==> config.mk <==
export PLATFORM = sky130hd
export DESIGN_NAME = sbm_loader
export DESIGN_NICKNAME = d
export VERILOG_FILES = /design/src/include/sbm_pkg.sv /design/src/rtl/sbm_loader.sv
export SDC_FILE = /design/constraint.sdc
export NUM_CORES = 1
export LEC_CHECK = 0
export ABC_AREA = 1
export BUFFER_PORTS_ARGS = -buffer_cell sky130_fd_sc_hd__buf_2
export CAP_MARGIN = 20
export CORE_ASPECT_RATIO = 1.1
export CORE_MARGIN = 1
export CORE_UTILIZATION = 44
export CTS_CLUSTER_DIAMETER = 60
export DETAILED_ROUTE_END_ITERATION = 6
export GPL_ROUTABILITY_DRIVEN = 0
export PLACE_DENSITY = 0.76
export SYNTH_ARGS = -nofsm -noshare
export SYNTH_HDL_FRONTEND = slang
export SYNTH_SLANG_ARGS = --single-unit
==> constraint.sdc <==
create_clock -name core_clk -period 1.9 [get_ports core_clk]
set_input_delay 0.285 -clock core_clk [delete_from_list [all_inputs] [get_ports core_clk]]
set_output_delay 0.285 -clock core_clk [all_outputs]
set_load 0.03 [all_outputs]
==> src/include/sbm_pkg.sv <==
/*
  Constants, types and state layout for the serial-bus master and EEPROM loader.
  Assumes a 100 MHz core clock and open-drain pads with external pullups.
*/
// Functional notes
// - interface off unless strap pulled low and both lines read high
// - detection sets bus-detected flag, bit 3 of status; write 1 clears
// - strap low: clock on terminal four, data on terminal one
// - clock near 100 kHz during transfers; released when idle
// - each transfer opens with data falling while clock is high
// - each transfer ends with data rising while clock is high
// - data only changes while clock is low, except at start and stop
// - bytes are eight bits, each followed by an acknowledge bit
// - receiver acknowledges by holding data low through clock high
// - this block is the only master and makes the clock
// - software does byte reads and writes; only loader reads a run
// - write: start, address+0, ack, index, ack, data msb first, ack, stop
// - missing acknowledge sets error bit in control/status register
// - read uses direction bit 1; slave drives data; master acknowledges all but the last byte
// - after reset, if detected, load register defaults from EEPROM
// - EEPROM byte 00h is a flag: 01h load, FFh skip
// - byte 01h loads command bits 8,6,5,2,1,0; bit 8 from bit 7
// - bytes 02h-05h load subsystem vendor id and subsystem id, low first
// - bytes 06h-09h load legacy base, low first; bit 0 kept
// - bytes 0Ah and 0Bh load system control bits 7:0 and 15:8
// - a write to the slave-address register starts a transaction
package sbm_pkg;
  localparam int unsigned CLK_HZ = 100_000_000;
  localparam int unsigned SCL_HZ = 100_000;
  localparam int unsigned QTR_CYC = CLK_HZ / (4 * SCL_HZ);
  localparam logic [7:0] QTR_LAST = 8'(QTR_CYC - 1);
  localparam logic [3:0] DET_LAST = 4'h7;
  localparam logic [6:0] EE_ADDR7 = 7'h50;
  localparam logic [7:0] EE_FIRST = 8'h00;
  localparam logic [7:0] FLAG_LOAD = 8'h01;
  localparam logic [3:0] OFF_FLAG = 4'h0;
  localparam logic [3:0] OFF_CMD = 4'h1;
  localparam logic [3:0] OFF_SVID_LO = 4'h2;
  localparam logic [3:0] OFF_SVID_HI = 4'h3;
  localparam logic [3:0] OFF_SID_LO = 4'h4;
  localparam logic [3:0] OFF_SID_HI = 4'h5;
  localparam logic [3:0] OFF_LEG0 = 4'h6;
  localparam logic [3:0] OFF_LEG1 = 4'h7;
  localparam logic [3:0] OFF_LEG2 = 4'h8;
  localparam logic [3:0] OFF_LEG3 = 4'h9;
  localparam logic [3:0] OFF_SYS_LO = 4'hA;
  localparam logic [3:0] OFF_LAST = 4'hB;
  localparam int CS_RD_VALID = 0;
  localparam int CS_ERROR = 1;
  localparam int CS_BUS_DETECTED_FLAG = 3;
  localparam int CS_BUSY = 5;
  localparam logic [7:0] CS_W1C_MASK = 8'h0B;

  typedef enum logic [2:0] {
    ST_IDLE = 3'b000,
    ST_START = 3'b001,
    ST_TX = 3'b010,
    ST_RXACK = 3'b011,
    ST_RX = 3'b100,
    ST_TXACK = 3'b101,
    ST_STOP = 3'b110,
    ST_DET = 3'b111
  } sbm_state_t;

  typedef struct packed {
    logic [7:0] slave_addr;
    logic [7:0] index;
    logic [7:0] wdata;
  } sbm_sw_req_t;

  typedef struct packed {
    logic [8:0] command;
    logic [15:0] ss_vendor_id;
    logic [15:0] ss_id;
    logic [31:0] legacy_base;
    logic [15:0] sys_ctrl;
  } sbm_dflt_t;

  typedef struct packed {
    logic multifunction_terminal_four_o;
    logic multifunction_terminal_four_oe;
    logic multifunction_terminal_one_o;
    logic multifunction_terminal_one_oe;
  } sbm_pins_t;

  typedef struct packed {
    logic [2:0] sy1;
    logic [2:0] sy2;
    sbm_state_t st;
    logic [3:0] det_cnt;
    logic en;
    logic [7:0] tick;
    logic [1:0] q;
    logic [2:0] bitn;
    logic [7:0] sh;
    logic [2:0] ph;
    logic ld;
    logic wr;
    logic last;
    logic nack;
    logic [3:0] cnt;
    sbm_sw_req_t req;
    logic [7:0] rdata;
    logic [7:0] csr;
    logic [1:0][11:0] fifo;
    logic wp;
    logic rp;
    logic [1:0] fn;
    logic ldone;
    sbm_dflt_t dflt;
    sbm_pins_t pins;
  } sbm_regs_t;

  localparam sbm_regs_t REGS_RESET = '{st: ST_DET, default: '0};
endpackage : sbm_pkg

==> src/rtl/sbm_loader.sv <==
/*
  Two-wire bus master with EEPROM default loader and software byte access.
  Assumes open-drain pads outside: an enable pulls the pad low, pullups fitted.
*/
`timescale 1ns/1ns
// last core tick of each quarter bit; the default gives close to 100 kHz
module sbm_loader #(
  parameter logic [7:0] QTR_LAST = sbm_pkg::QTR_LAST
) (
  input wire logic core_clk,
  input wire logic rst,
  input wire logic latch_strap_n,
  input wire logic multifunction_terminal_four_i,
  input wire logic multifunction_terminal_one_i,
  output sbm_pkg::sbm_pins_t pins,
  input wire logic sw_start,
  input sbm_pkg::sbm_sw_req_t sw_req,
  input wire logic [7:0] sw_status_w1c,
  output logic [7:0] status,
  output logic [7:0] sw_rdata,
  input wire logic load_ready,
  output sbm_pkg::sbm_dflt_t defaults,
  output logic load_done
);
  sbm_pkg::sbm_regs_t r;
  sbm_pkg::sbm_regs_t n;
  logic sda_s;
  logic tick_end;
  logic bit_end;
  logic stall;
  logic push;
  logic pop;
  logic active;

  function automatic sbm_pkg::sbm_dflt_t apply_byte(
    input sbm_pkg::sbm_dflt_t d,
    input logic [3:0] off,
    input logic [7:0] b
  );
    sbm_pkg::sbm_dflt_t o;
    o = d;
    if (off == sbm_pkg::OFF_CMD)
    begin
      o.command[8] = b[7];
      o.command[6:5] = b[6:5];
      o.command[2:0] = b[2:0];
    end
    else if (off == sbm_pkg::OFF_SVID_LO)
      o.ss_vendor_id[7:0] = b;
    else if (off == sbm_pkg::OFF_SVID_HI)
      o.ss_vendor_id[15:8] = b;
    else if (off == sbm_pkg::OFF_SID_LO)
      o.ss_id[7:0] = b;
    else if (off == sbm_pkg::OFF_SID_HI)
      o.ss_id[15:8] = b;
    else if (off == sbm_pkg::OFF_LEG0)
      o.legacy_base[7:1] = b[7:1];
    else if (off == sbm_pkg::OFF_LEG1)
      o.legacy_base[15:8] = b;
    else if (off == sbm_pkg::OFF_LEG2)
      o.legacy_base[23:16] = b;
    else if (off == sbm_pkg::OFF_LEG3)
      o.legacy_base[31:24] = b;
    else if (off == sbm_pkg::OFF_SYS_LO)
      o.sys_ctrl[7:0] = b;
    else if (off == sbm_pkg::OFF_LAST)
      o.sys_ctrl[15:8] = b;
    return o;
  endfunction : apply_byte

  always_comb
  begin
    n = r;
    // synchroniser: sy1 feeds only sy2
    n.sy1 = {latch_strap_n, multifunction_terminal_four_i, multifunction_terminal_one_i};
    n.sy2 = r.sy1;
    sda_s = r.sy2[0];
    push = 1'b0;
    pop = (r.fn != 2'b00) && load_ready;
    // hold the clock low rather than drop a byte the consumer cannot take
    stall = (r.st == sbm_pkg::ST_RX) && r.ld && (r.fn == 2'b10) && (r.q == 2'b00) &&
      (r.tick == 8'h00) && (r.bitn == 3'b000);
    tick_end = (r.tick == QTR_LAST);
    bit_end = tick_end && (r.q == 2'b11);
    active = (r.st != sbm_pkg::ST_IDLE) && (r.st != sbm_pkg::ST_DET);
    n.csr = r.csr & ~(sw_status_w1c & sbm_pkg::CS_W1C_MASK);
    if (active && !stall)
    begin
      n.tick = tick_end ? 8'h00 : r.tick + 8'h01;
      if (tick_end)
        n.q = r.q + 2'b01;
    end
    case (r.st)
      // strap and lines are judged once; a late pullup is never seen
      sbm_pkg::ST_DET:
      begin
        n.det_cnt = r.det_cnt + 4'h1;
        if (r.det_cnt == sbm_pkg::DET_LAST)
        begin
          if (!r.sy2[2] && r.sy2[1] && r.sy2[0])
          begin
            n.en = 1'b1;
            n.csr[sbm_pkg::CS_BUS_DETECTED_FLAG] = 1'b1;
            n.ld = 1'b1;
            n.req.slave_addr = {sbm_pkg::EE_ADDR7, 1'b0};
            n.req.index = sbm_pkg::EE_FIRST;
            n.wr = 1'b0;
            n.cnt = sbm_pkg::OFF_FLAG;
            n.ph = 3'b000;
            n.st = sbm_pkg::ST_START;
          end
          else
          begin
            n.st = sbm_pkg::ST_IDLE;
            n.ldone = 1'b1;
          end
        end
      end
      // loader keeps busy until the consumer has drained every byte
      sbm_pkg::ST_IDLE:
      begin
        if (r.ld)
        begin
          if (r.fn == 2'b00)
          begin
            n.ld = 1'b0;
            n.ldone = 1'b1;
          end
        end
        else if (sw_start && r.en)
        begin
          n.req = sw_req;
          n.wr = ~sw_req.slave_addr[0];
          n.csr[sbm_pkg::CS_RD_VALID] = 1'b0;
          n.ph = 3'b000;
          n.st = sbm_pkg::ST_START;
        end
      end
      sbm_pkg::ST_START:
      begin
        if (bit_end)
        begin
          n.st = sbm_pkg::ST_TX;
          n.bitn = 3'b000;
          n.sh = {r.req.slave_addr[7:1], r.ph == 3'b011};
        end
      end
      // shift out msb first; the pad follows sh[7] from quarter one
      sbm_pkg::ST_TX:
      begin
        if (bit_end)
        begin
          n.sh = {r.sh[6:0], 1'b0};
          n.bitn = r.bitn + 3'b001;
          if (r.bitn == 3'b111)
            n.st = sbm_pkg::ST_RXACK;
        end
      end
      sbm_pkg::ST_RXACK:
      begin
        // sampled at the end of quarter two, mid-way through the high phase, past the synchroniser delay
        if (tick_end && (r.q == 2'b10))
          n.nack = sda_s;
        if (bit_end)
        begin
          n.bitn = 3'b000;
          if (r.nack)
          begin
            n.csr[sbm_pkg::CS_ERROR] = 1'b1;
            n.st = sbm_pkg::ST_STOP;
          end
          else if (r.ph == 3'b000)
          begin
            n.ph = 3'b001;
            n.sh = r.req.index;
            n.st = sbm_pkg::ST_TX;
          end
          else if (r.ph == 3'b001)
          begin
            if (r.wr)
            begin
              n.ph = 3'b010;
              n.sh = r.req.wdata;
              n.st = sbm_pkg::ST_TX;
            end
            else
            begin
              n.ph = 3'b011;
              n.st = sbm_pkg::ST_START;
            end
          end
          else if (r.ph == 3'b010)
            n.st = sbm_pkg::ST_STOP;
          else
          begin
            n.ph = 3'b100;
            n.st = sbm_pkg::ST_RX;
          end
        end
      end
      // the flag byte is buffered too; its offset loads no field
      sbm_pkg::ST_RX:
      begin
        if (tick_end && (r.q == 2'b10))
          n.sh = {r.sh[6:0], sda_s};
        if (bit_end)
        begin
          n.bitn = r.bitn + 3'b001;
          if (r.bitn == 3'b111)
          begin
            n.st = sbm_pkg::ST_TXACK;
            if (r.ld)
            begin
              push = 1'b1;
              n.last = (r.cnt == sbm_pkg::OFF_LAST) ||
                ((r.cnt == sbm_pkg::OFF_FLAG) && (r.sh != sbm_pkg::FLAG_LOAD));
            end
            else
            begin
              n.last = 1'b1;
              n.rdata = r.sh;
              n.csr[sbm_pkg::CS_RD_VALID] = 1'b1;
            end
          end
        end
      end
      sbm_pkg::ST_TXACK:
      begin
        if (bit_end)
        begin
          if (r.last)
            n.st = sbm_pkg::ST_STOP;
          else
          begin
            n.cnt = r.cnt + 4'h1;
            n.bitn = 3'b000;
            n.st = sbm_pkg::ST_RX;
          end
        end
      end
      // no clock stretching: a slave holding the clock low goes unseen
      sbm_pkg::ST_STOP:
      begin
        if (bit_end)
          n.st = sbm_pkg::ST_IDLE;
      end
      default:
        n.st = sbm_pkg::ST_IDLE;
    endcase
    // two-entry buffer between received EEPROM bytes and the defaults
    if (push)
    begin
      n.fifo[r.wp] = {r.cnt, r.sh};
      n.wp = ~r.wp;
    end
    if (pop)
    begin
      n.dflt = apply_byte(r.dflt, r.fifo[r.rp][11:8], r.fifo[r.rp][7:0]);
      n.rp = ~r.rp;
    end
    n.fn = r.fn + {1'b0, push} - {1'b0, pop};
    n.csr[sbm_pkg::CS_BUSY] = ((n.st != sbm_pkg::ST_IDLE) && (n.st != sbm_pkg::ST_DET)) || n.ld;
    // pads: enable pulls low, released lines float high via pullups
    // the data levels stay low; only the enables move
    n.pins.multifunction_terminal_four_o = 1'b0;
    n.pins.multifunction_terminal_one_o = 1'b0;
    n.pins.multifunction_terminal_four_oe = (n.st != sbm_pkg::ST_IDLE) &&
      (n.st != sbm_pkg::ST_DET) && (n.q < 2'b10);
    if (n.st == sbm_pkg::ST_IDLE || n.st == sbm_pkg::ST_DET)
      n.pins.multifunction_terminal_one_oe = 1'b0;
    else if (n.q != 2'b00)
    begin
      case (n.st)
        sbm_pkg::ST_START:
          n.pins.multifunction_terminal_one_oe = (n.q == 2'b11);
        sbm_pkg::ST_STOP:
          n.pins.multifunction_terminal_one_oe = (n.q != 2'b11);
        sbm_pkg::ST_TX:
          n.pins.multifunction_terminal_one_oe = ~n.sh[7];
        sbm_pkg::ST_TXACK:
          n.pins.multifunction_terminal_one_oe = ~n.last;
        default:
          n.pins.multifunction_terminal_one_oe = 1'b0;
      endcase
    end
  end

  always_ff @(posedge core_clk)
  begin
    if (rst)
      r <= sbm_pkg::REGS_RESET;
    else
      r <= n;
  end

  assign pins = r.pins;
  assign status = r.csr;
  assign sw_rdata = r.rdata;
  assign defaults = r.dflt;
  assign load_done = r.ldone;
endmodule : sbm_loader

Yosys cells after proc, flatten, opt, wreduce, memory -nomap -nowiden
Cells that the tools add are included.

Output and inout port bits: 110. Flip-flop bits (word level): 204.

Bitwise logic cells: 18. Order comparisons: 4. Equality and inequality tests: 56. Multiplexer cells: 87. Add/subtract/negate cells: 7. Reduce and logical (&&, ||, !) cells: 61.

Operators by type and width (count): two-way mux 3 bit (21); two-way mux 24 bit (2); two-way mux 11 bit (4); two-way mux 20 bit (2); two-way mux 12 bit (3); two-way mux 8 bit (4); case mux 16 bit (2 select lines) (1); case mux 8 bit (4 select lines) (1); inequality test 2 bit (second input constant) (15); two-way mux 1 bit (29); bitwise mux 24 bit (1); == test 3 bit (second input constant) (8); case mux 3 bit (8 select lines) (1); AND reduction 8 bit (3); == test 4 x 3 -> 1 bit (second input constant) (5); == test 4 bit (second input constant) (5); AND reduction 5 bit (4); logical AND 1 bit (17); NOT 1 bit (16); == test 3 x 2 -> 1 bit (second input constant) (5); case mux 3 bit (5 select lines) (1); two-way mux 14 bit (1); AND reduction 7 bit (2); demux 12 bit (select 1 bit) (1); 48 further kinds (81).

Logic depth before layout (Yosys ltp)
Gate-level depths: netlist (run 1).

Depth in word-level cells: 11. Mapped depth: 16. Mapped depth without buffers: 16.

Worst setup path after synthesis (run 1)
OpenSTA, ideal clock, no wires.

Path type: reg2reg. From: register r[187] in the netlist's numbering. To: register r[95] in the netlist's numbering. Cell stages (with the launch flop): 14. Path slack: -230 ps. Library setup time: 120 ps. Path buffers: 0. Arrival time: 2010 ps. Path through: dfxtp_1 -> inv_1 -> ha_1 -> inv_1 -> nor2_4 -> nand3_4 -> inv_2 -> nand4_1 -> ha_1 -> inv_1 -> ha_1 -> xor2_1 -> o21ai_0 -> a21oi_1.

Longest elaborated chain between the ends: 6.

RTL lines: from (decl) (line sbm_loader.sv:25) `sbm_pkg::sbm_regs_t r;`; from (signal assigned) (line sbm_loader.sv:291) `r <= sbm_pkg::REGS_RESET;`; from (signal assigned) (line sbm_loader.sv:293) `r <= n;`; == test 8 bit (line sbm_loader.sv:83) `tick_end = (r.tick == QTR_LAST);`; logical AND 1 bit (line sbm_loader.sv:84) `bit_end = tick_end && (r.q == 2'b11);`; two-way mux 1 bit (line sbm_loader.sv:206) `if (bit_end)`; two-way mux 1 bit (line sbm_loader.sv:93) `case (r.st)`; adder 2 x 1 -> 2 bit (line sbm_loader.sv:261) `n.fn = r.fn + {1'b0, push} - {1'b0, pop};`; subtractor 2 x 1 -> 2 bit (line sbm_loader.sv:261).

No other way between the ends. A chain may end at the register's enable or synchronous reset.

Worst setup path after layout (run 1)
From: register r[187] in the netlist's numbering. To: register r, in the netlist pins[0].

Longest elaborated chain between the ends: 8. Elaborated cells between the ends (all ways): 38. Those cells by class: eq/ne: 8; mux: 17; bitwise: 2; reduce/logical: 11.

RTL lines: parallel branches: the longest is 8 deep, another holds == test 8 bit.

Parallel ways; which one is timed is not known. The select of a mux whose other input is x is not followed.

==> reports/qor.yml, run 1 <==
drtAntennaViolNets: 0
core_area_sq_mm: 0.0208
reg2reg_slack_ns: -0.11
chipWidth_microns: 142
criticalPathCategory: "reg2reg"
via_per_inst: 5.12
crit_arrival_ns: 2.39
pre_cts_ws_ns: -0.0491
synth_adder_area_share_pct: 1.86
power_density_mw_per_mm2: 1040
grt_pass1_vias: 7386
crit_path_end_kind: "register"
hold_class: "in2reg"
postSynthAreaPerCell_sq_um: 7.65
status: "finished, violations left"
grt_pass1_wl_mm: 36.2
synth_compound_area_share_pct: 17.7
seq_area_frac_synth_pct: 41.9
finClkSkew_ns: 0.00827
r2r-end: "pins[0]"
finalCritPeriodShare_pct: 106
cts.reportedPaths.clkPinSlew_ns: 0.07
hpwl_mm: 15.7
worst-slew-pin-transition_ns: 0.635
grt_max_degree: 113
critPathRequiredTime_ns: 2.27
synthCells: 1231
synth_seq_cells: 197
finalWirelength_mm: 23.5
met2_usage_pct: 35.7
cts_tree: "yes"
synth.distinct_cells: 54
hp-start: "multifunction_terminal_one_i"
violations: "setup timing"
drc: 0
portBuffers: 133
pin_count: 149
start_util_pct: 45.3
p_leak_uw: 0.00449
slew_viol_final: 0
row_count: 55
ir_worst_vdd_v: 0.000717
whs_path_depth: 3
diodes: 0
drive_gt1_share_pct: 26.8
cts-root-buf: "clkbuf_16"
grtUsageTotal_pct: 20.6
final_nets: 1363
ys.warnings.count: 0
grt_use_met1_pct: 24.6
synthMuxAreaShare_pct: 0
area_delta_synth_final_pct: 16.5
htreeDepth: 4
crit_path_start_kind: "register"
clk_latency_ns: 0.43
grtUsageMet3_pct: 3.63
worst_slack_ns: -0.113
holdPathEnd: "n[202]"
rsz0062_at_grt: "true"
die_h_microns: 155
top_usage_layer: "met2"
first_iter_violations: 604
r2r-start: "r[187]"
synth_xor_area_share_pct: 0.279
multi_input_area_sq_mm: 0.00416
die_area_sq_mm: 0.0220
drt_pass1_iterations: 5
fmax_mhz: 497
crit_fanout: 6
cap_violations: 0
numCtsBuffers: 17
fin_crit_ns: 2.01
clock_path_buffers: 2
seq_area_sq_mm: 0.00397
clock-sinks: 197
post_drt_wl_per_cell_microns: 14.6
finalPower_uw: 11400
relSlewSlack_pct: 57.6
reg2regPathDepth: 14
syn-cell-area_sq_mm: 0.00942
hold_viol: 0
synth_simple_gate_area_share_pct: 21.4
synth_top_family_by_area: "simple AND/OR/NAND/NOR gates"
fillCellCount: 1923
vias: 8239
antenna_found_initial: 0
grt_remaining_overflow: 0
setup_viol: 3
[state kept, by name (all words and copies together), names as in the netlist]
signal and flops:
sw_rdata 8, n 3, r 94, defaults 85, pins 2, status 4, load_done 1
[synth_stat cells (all sizes together)]
library cell,count,area [sq um]
a211oi,19,168
a21o,1,7.51
a21oi,154,774
a221oi,1,8.76
a22oi,5,37.5
a31oi,7,43.8
a32o,3,30.0
a41oi,1,8.76
and3,1,6.26
buf,126,916
clkbuf,34,128
clkinv,2,7.51
conb,1,3.75
dfxtp,197,3940
ha,14,175
inv,143,542
nand2,178,691
nand3,91,493
nand3b,2,15.0
nand4,15,93.8
nor2,86,392
nor3,34,257
nor3b,5,42.5
nor4,2,12.5
o2111ai,1,15.0
o211ai,1,7.51
o21a,1,7.51
o21ai,94,493
o21bai,2,15.0
o221ai,1,8.76
o22ai,1,12.5
o32ai,3,26.3
or2,2,12.5
xor2,3,26.3
[layout by cell type, fill, tap and decap left out, drive strengths merged, types with 2 or more instances in the layout]
cell and count:
nor3 34, dfxtp 197, inv 148, a32o 3, a21oi 154, a22oi 5, conb 10, o21ai 94
nand3 91, clkinvlp 3, ha 14, nand3b 2, clkinv 5, a211oi 19, nand2 179, o32ai 3
nor2 86, nor3b 5, buf 208, xor2 3, nor4 2, o21bai 2, or2 2, clkbuf 19
bufinv 2, nand4 15, a31oi 7
[cell families (layout without fill, tap and decap cells)]
family                     count (synthesis)  count (layout)
buffers and inverters                    305             387
AOI/OAI and AO/OA                        295             295
adders and majority gates                 14              14
DFF                                      197             197
other                                      1              10
xor gates and xnor gates                   3               3
and+or+nand+nor                          416             417
[stage by stage]
stage	std cells	hold WS (ns)	area, sq um	TNS (ns)	util (%)
4_1_cts	1600	0.0426	10700	-0.0859	51.4
2_1_floorplan	1240	0.388	9470	-0.140	-
3_3_place_gp	1562	0.390	10000	0	48.1
5_1_grt	1608	0.0454	11000	-1.38	52.8
6_report	1608	0.0503	11000	-0.207	52.8
3_5_place_dp	1562	0.398	10000	-0.0638	48.1
[how the worst max path moves through the flow]
stage,startpoint,to,slack (ns),cells after the start
finish,r[187],pins[0],-0.11,14
global route,r[187],pins[0],-0.20,14
CTS,r[187],r[95],-0.08,13
detailed placement,r[187],r[95],-0.05,13
global placement,r[187],r[95],0.0008,13
floorplan,r[187],r[95],-0.13,13
[area by class of cell]
cell class	count	area share, %
clock buffers	19	4.13
clock inverters	13	1.31
inverters	145	5.06
multi-input cells	739	37.9
flip-flops and latches	197	36.2
well taps	285	3.25
repair buffers	210	12.2
[what timing repair did]
item                       in CTS  in global routing
pin swaps                       9                 27
setup endpoints to repair      11                 70
gates resized for setup        11                 68
setup buffers                   6                 10
cloned                          0                  2
hold buffers                    0                  0
[power by group]
part | total, uW | switching, uW | internal, uW
registers | 4490 | 149 | 4340
clock network | 3660 | 1630 | 2030
logic | 3270 | 2070 | 1210
[worst max-delay path, cell delays in order (launching register included)]
cell     delay, ns
dfxtp_2       0.33
inv_2         0.07
ha_4          0.13
inv_2         0.04
nor2_4        0.11
buf_4         0.14
buf_4         0.14
nand4_1       0.18
nand2_1       0.19
a21oi_1       0.10
nor2_2        0.19
nand3_1       0.10
nand3_1       0.08
nand2_1       0.07
a21oi_2       0.10
[per-layer routing]
metal / part of all wire (%) / wire, microns
met5: 0 / 0
met4: 3.5 / 831
met3: 5.7 / 1340
met2: 48 / 11400
met1: 42 / 9930
(Power assumes the default switching activity.)
==> run 2, diff against run 1 <==
CORE_ASPECT_RATIO = default   (was 1.1)
==> run 2 against run 1 <==
  * The flow still finishes with violations (setup timing)
  * Routed wire length is 3.9% lower
  * Clock skew increased by 0.0052 ns
  * Count of clock-buffer cells in the layout is 2 lower
  * Critical path type unchanged
==> reports/qor.yml, run 2 (same netlist as run 1, synthesis figures left out) <==
status: "finished, violations left"
violations: "setup timing"
reg2reg_slack_ns: -0.05
final_cell_mix: "dfxtp_1, nand2_1, a21oi_1"
reg2regPathDepth: 13
regMostFlops: "r"
startpoint: "r[187]"
power_density_mw_per_mm2: 1050
clock_path_buffers: 2
antenna_found_initial: 0
layout_commonest_cell: "dfxtp_1"
postPlaceCellArea_sq_mm: 0.0100
diodes: 0
final_nets: 1372
crit_path_start_kind: "register"
grt_max_degree: 113
top_usage_layer: "met2"
fin_crit_ns: 1.95
via_per_inst: 5.12
r2r-start: "r[187]"
grt_pass1_wl_mm: 35.9
finalCritPeriodShare_pct: 103
fmax_mhz: 513
drc: 0
die_area_sq_mm: 0.0220
core_area_sq_mm: 0.0210
slew_viol_final: 0
finalWirelength_mm: 22.6
critical-path-max-stage-delay_ns: 0.33
setup_viol: 3
htreeDepth: 4
ir_worst_vdd_v: 0.000785
largest_reg_flops: 94
worst_slack_ns: -0.0482
holdWs_ns: 0.0482
start_util_pct: 44.8
cp-endpoint: "r[95]"
finalPower_uw: 11400
postLayoutCellArea_sq_mm: 0.0109
clock-sinks: 197
met2_usage_pct: 33.9
post_drt_wl_per_cell_microns: 14.0
row_count: 53
cap_violations: 0
crit_path_end_kind: "register"
p_leak_uw: 0.00452
whs_path_depth: 3
cts_tree: "yes"
chipWidth_microns: 148
finClkSkew_ns: 0.0134
placed_cells: 1559
drive_gt1_share_pct: 25.6
criticalPathCategory: "reg2reg"
critPathRequiredTime_ns: 2.26
numCtsBuffers: 17
first_iter_violations: 658
crit_arrival_ns: 2.31
crit_fanout: 3
portBuffers: 133
rsz0062_at_grt: "true"
crit_slowest_cell: "ha_1"
grtUsageMet3_pct: 4.26
hold_viol: 0
layout.cells.non_filler: 1607
clk_latency_ns: 0.44
pin_count: 149
cts.reportedPaths.clkPinSlew_ns: 0.07
hold_class: "in2reg"
grt_pass1_vias: 7434
die_h_microns: 148
cts-root-buf: "clkbuf_16"
r2r-end: "r[95]"
grtUsageTotal_pct: 20.4
crit_chain: "inv_2, ha_4, inv_2, nor2_4, nand3_4, inv_4, nand4_1, ha_1, inv_2, ha_4, xor2_2, o21ai_1, a21oi_1"
hpwl_mm: 15.7
grt_remaining_overflow: 0
drt_pass1_iterations: 7
fillCellCount: 1930
relSlewSlack_pct: 64.5
vias: 8234
ctsHoldBuffers: 0
cpMostUsedCell: "inv_2"
worst-slew-pin-transition_ns: 0.532
area_delta_synth_final_pct: 15.8
drtAntennaViolNets: 0
grt_use_met1_pct: 25.9
[run 2: cell types whose count changed in the layout (fill, tap and decap cells not counted), moves of 5 or more]
cell / change
nand2_1: +9
buf_4: +9
dfxtp_1: +6
o21ai_0: +5
o21ai_1: -5
nand2_2: -6
[run 2: worst min path at each step]
| stage | startpoint | end | slack (ns) |
|---|---|---|---|
| floorplan | n[202] | r[202] | 0.39 |
| global placement | n[204] | r[204] | 0.39 |
| detailed placement | n[203] | r[203] | 0.39 |
| CTS | multifunction_terminal_one_i | n[202] | 0.03 |
| global route | multifunction_terminal_four_i | n[203] | 0.04 |
| finish | multifunction_terminal_four_i | n[203] | 0.05 |
[run 2: layout make-up]
type	instances	area [sq um]	share of cell area [%]
clock buffers	17	425	3.90
clock inverters	15	165	1.51
inverters	145	557	5.10
multi-input cells	740	4080	37.4
flip-flops and latches	197	3950	36.3
well taps	275	344	3.15
repair buffers	217	1380	12.7
repair inverters	1	5.00	0.0459
[run 2: where the power goes]
part	switching, uW	internal, uW
clock	1760	1870
combinational	2080	1220
sequential	139	4330
[run 2: per-layer routing]
metal / up-vias / wire, microns
li1: 4138 / -
met1: 3772 / 9770
met2: 283 / 10900
met3: 41 / 1400
met4: 0 / 527
met5: - / 0
[run 2: critical path: cells and delay by family (launching register included)]
family	cells	cell delay (ns)
AO/OA/AOI/OAI	2	0.21
XOR/XNOR	1	0.16
adder cells (fa/ha/maj)	3	0.60
buffers and inverters	4	0.25
flip-flops	1	0.32
AND/OR/NAND/NOR	3	0.35
[run 2: repair_timing]
| action | in CTS | in global routing |
|---|---|---|
| setup buffers | 1 | 12 |
| gates resized for setup | 6 | 36 |
| pin swaps | 2 | 19 |
| endpoints found under the setup margin | 11 | 107 |
| cloned | 0 | 3 |
[run 2: per-stage QoR]
stage	utilization, %	worst slack, ns	TNS, ns
finish	51.9	-0.0482	-0.0839
global route	51.9	-0.147	-0.706
CTS	50.7	-0.0412	-0.0412
detailed placement	47.8	-0.0468	-0.136
global placement	47.8	-0.0112	-0.0112
floorplan	-	-0.132	-0.140
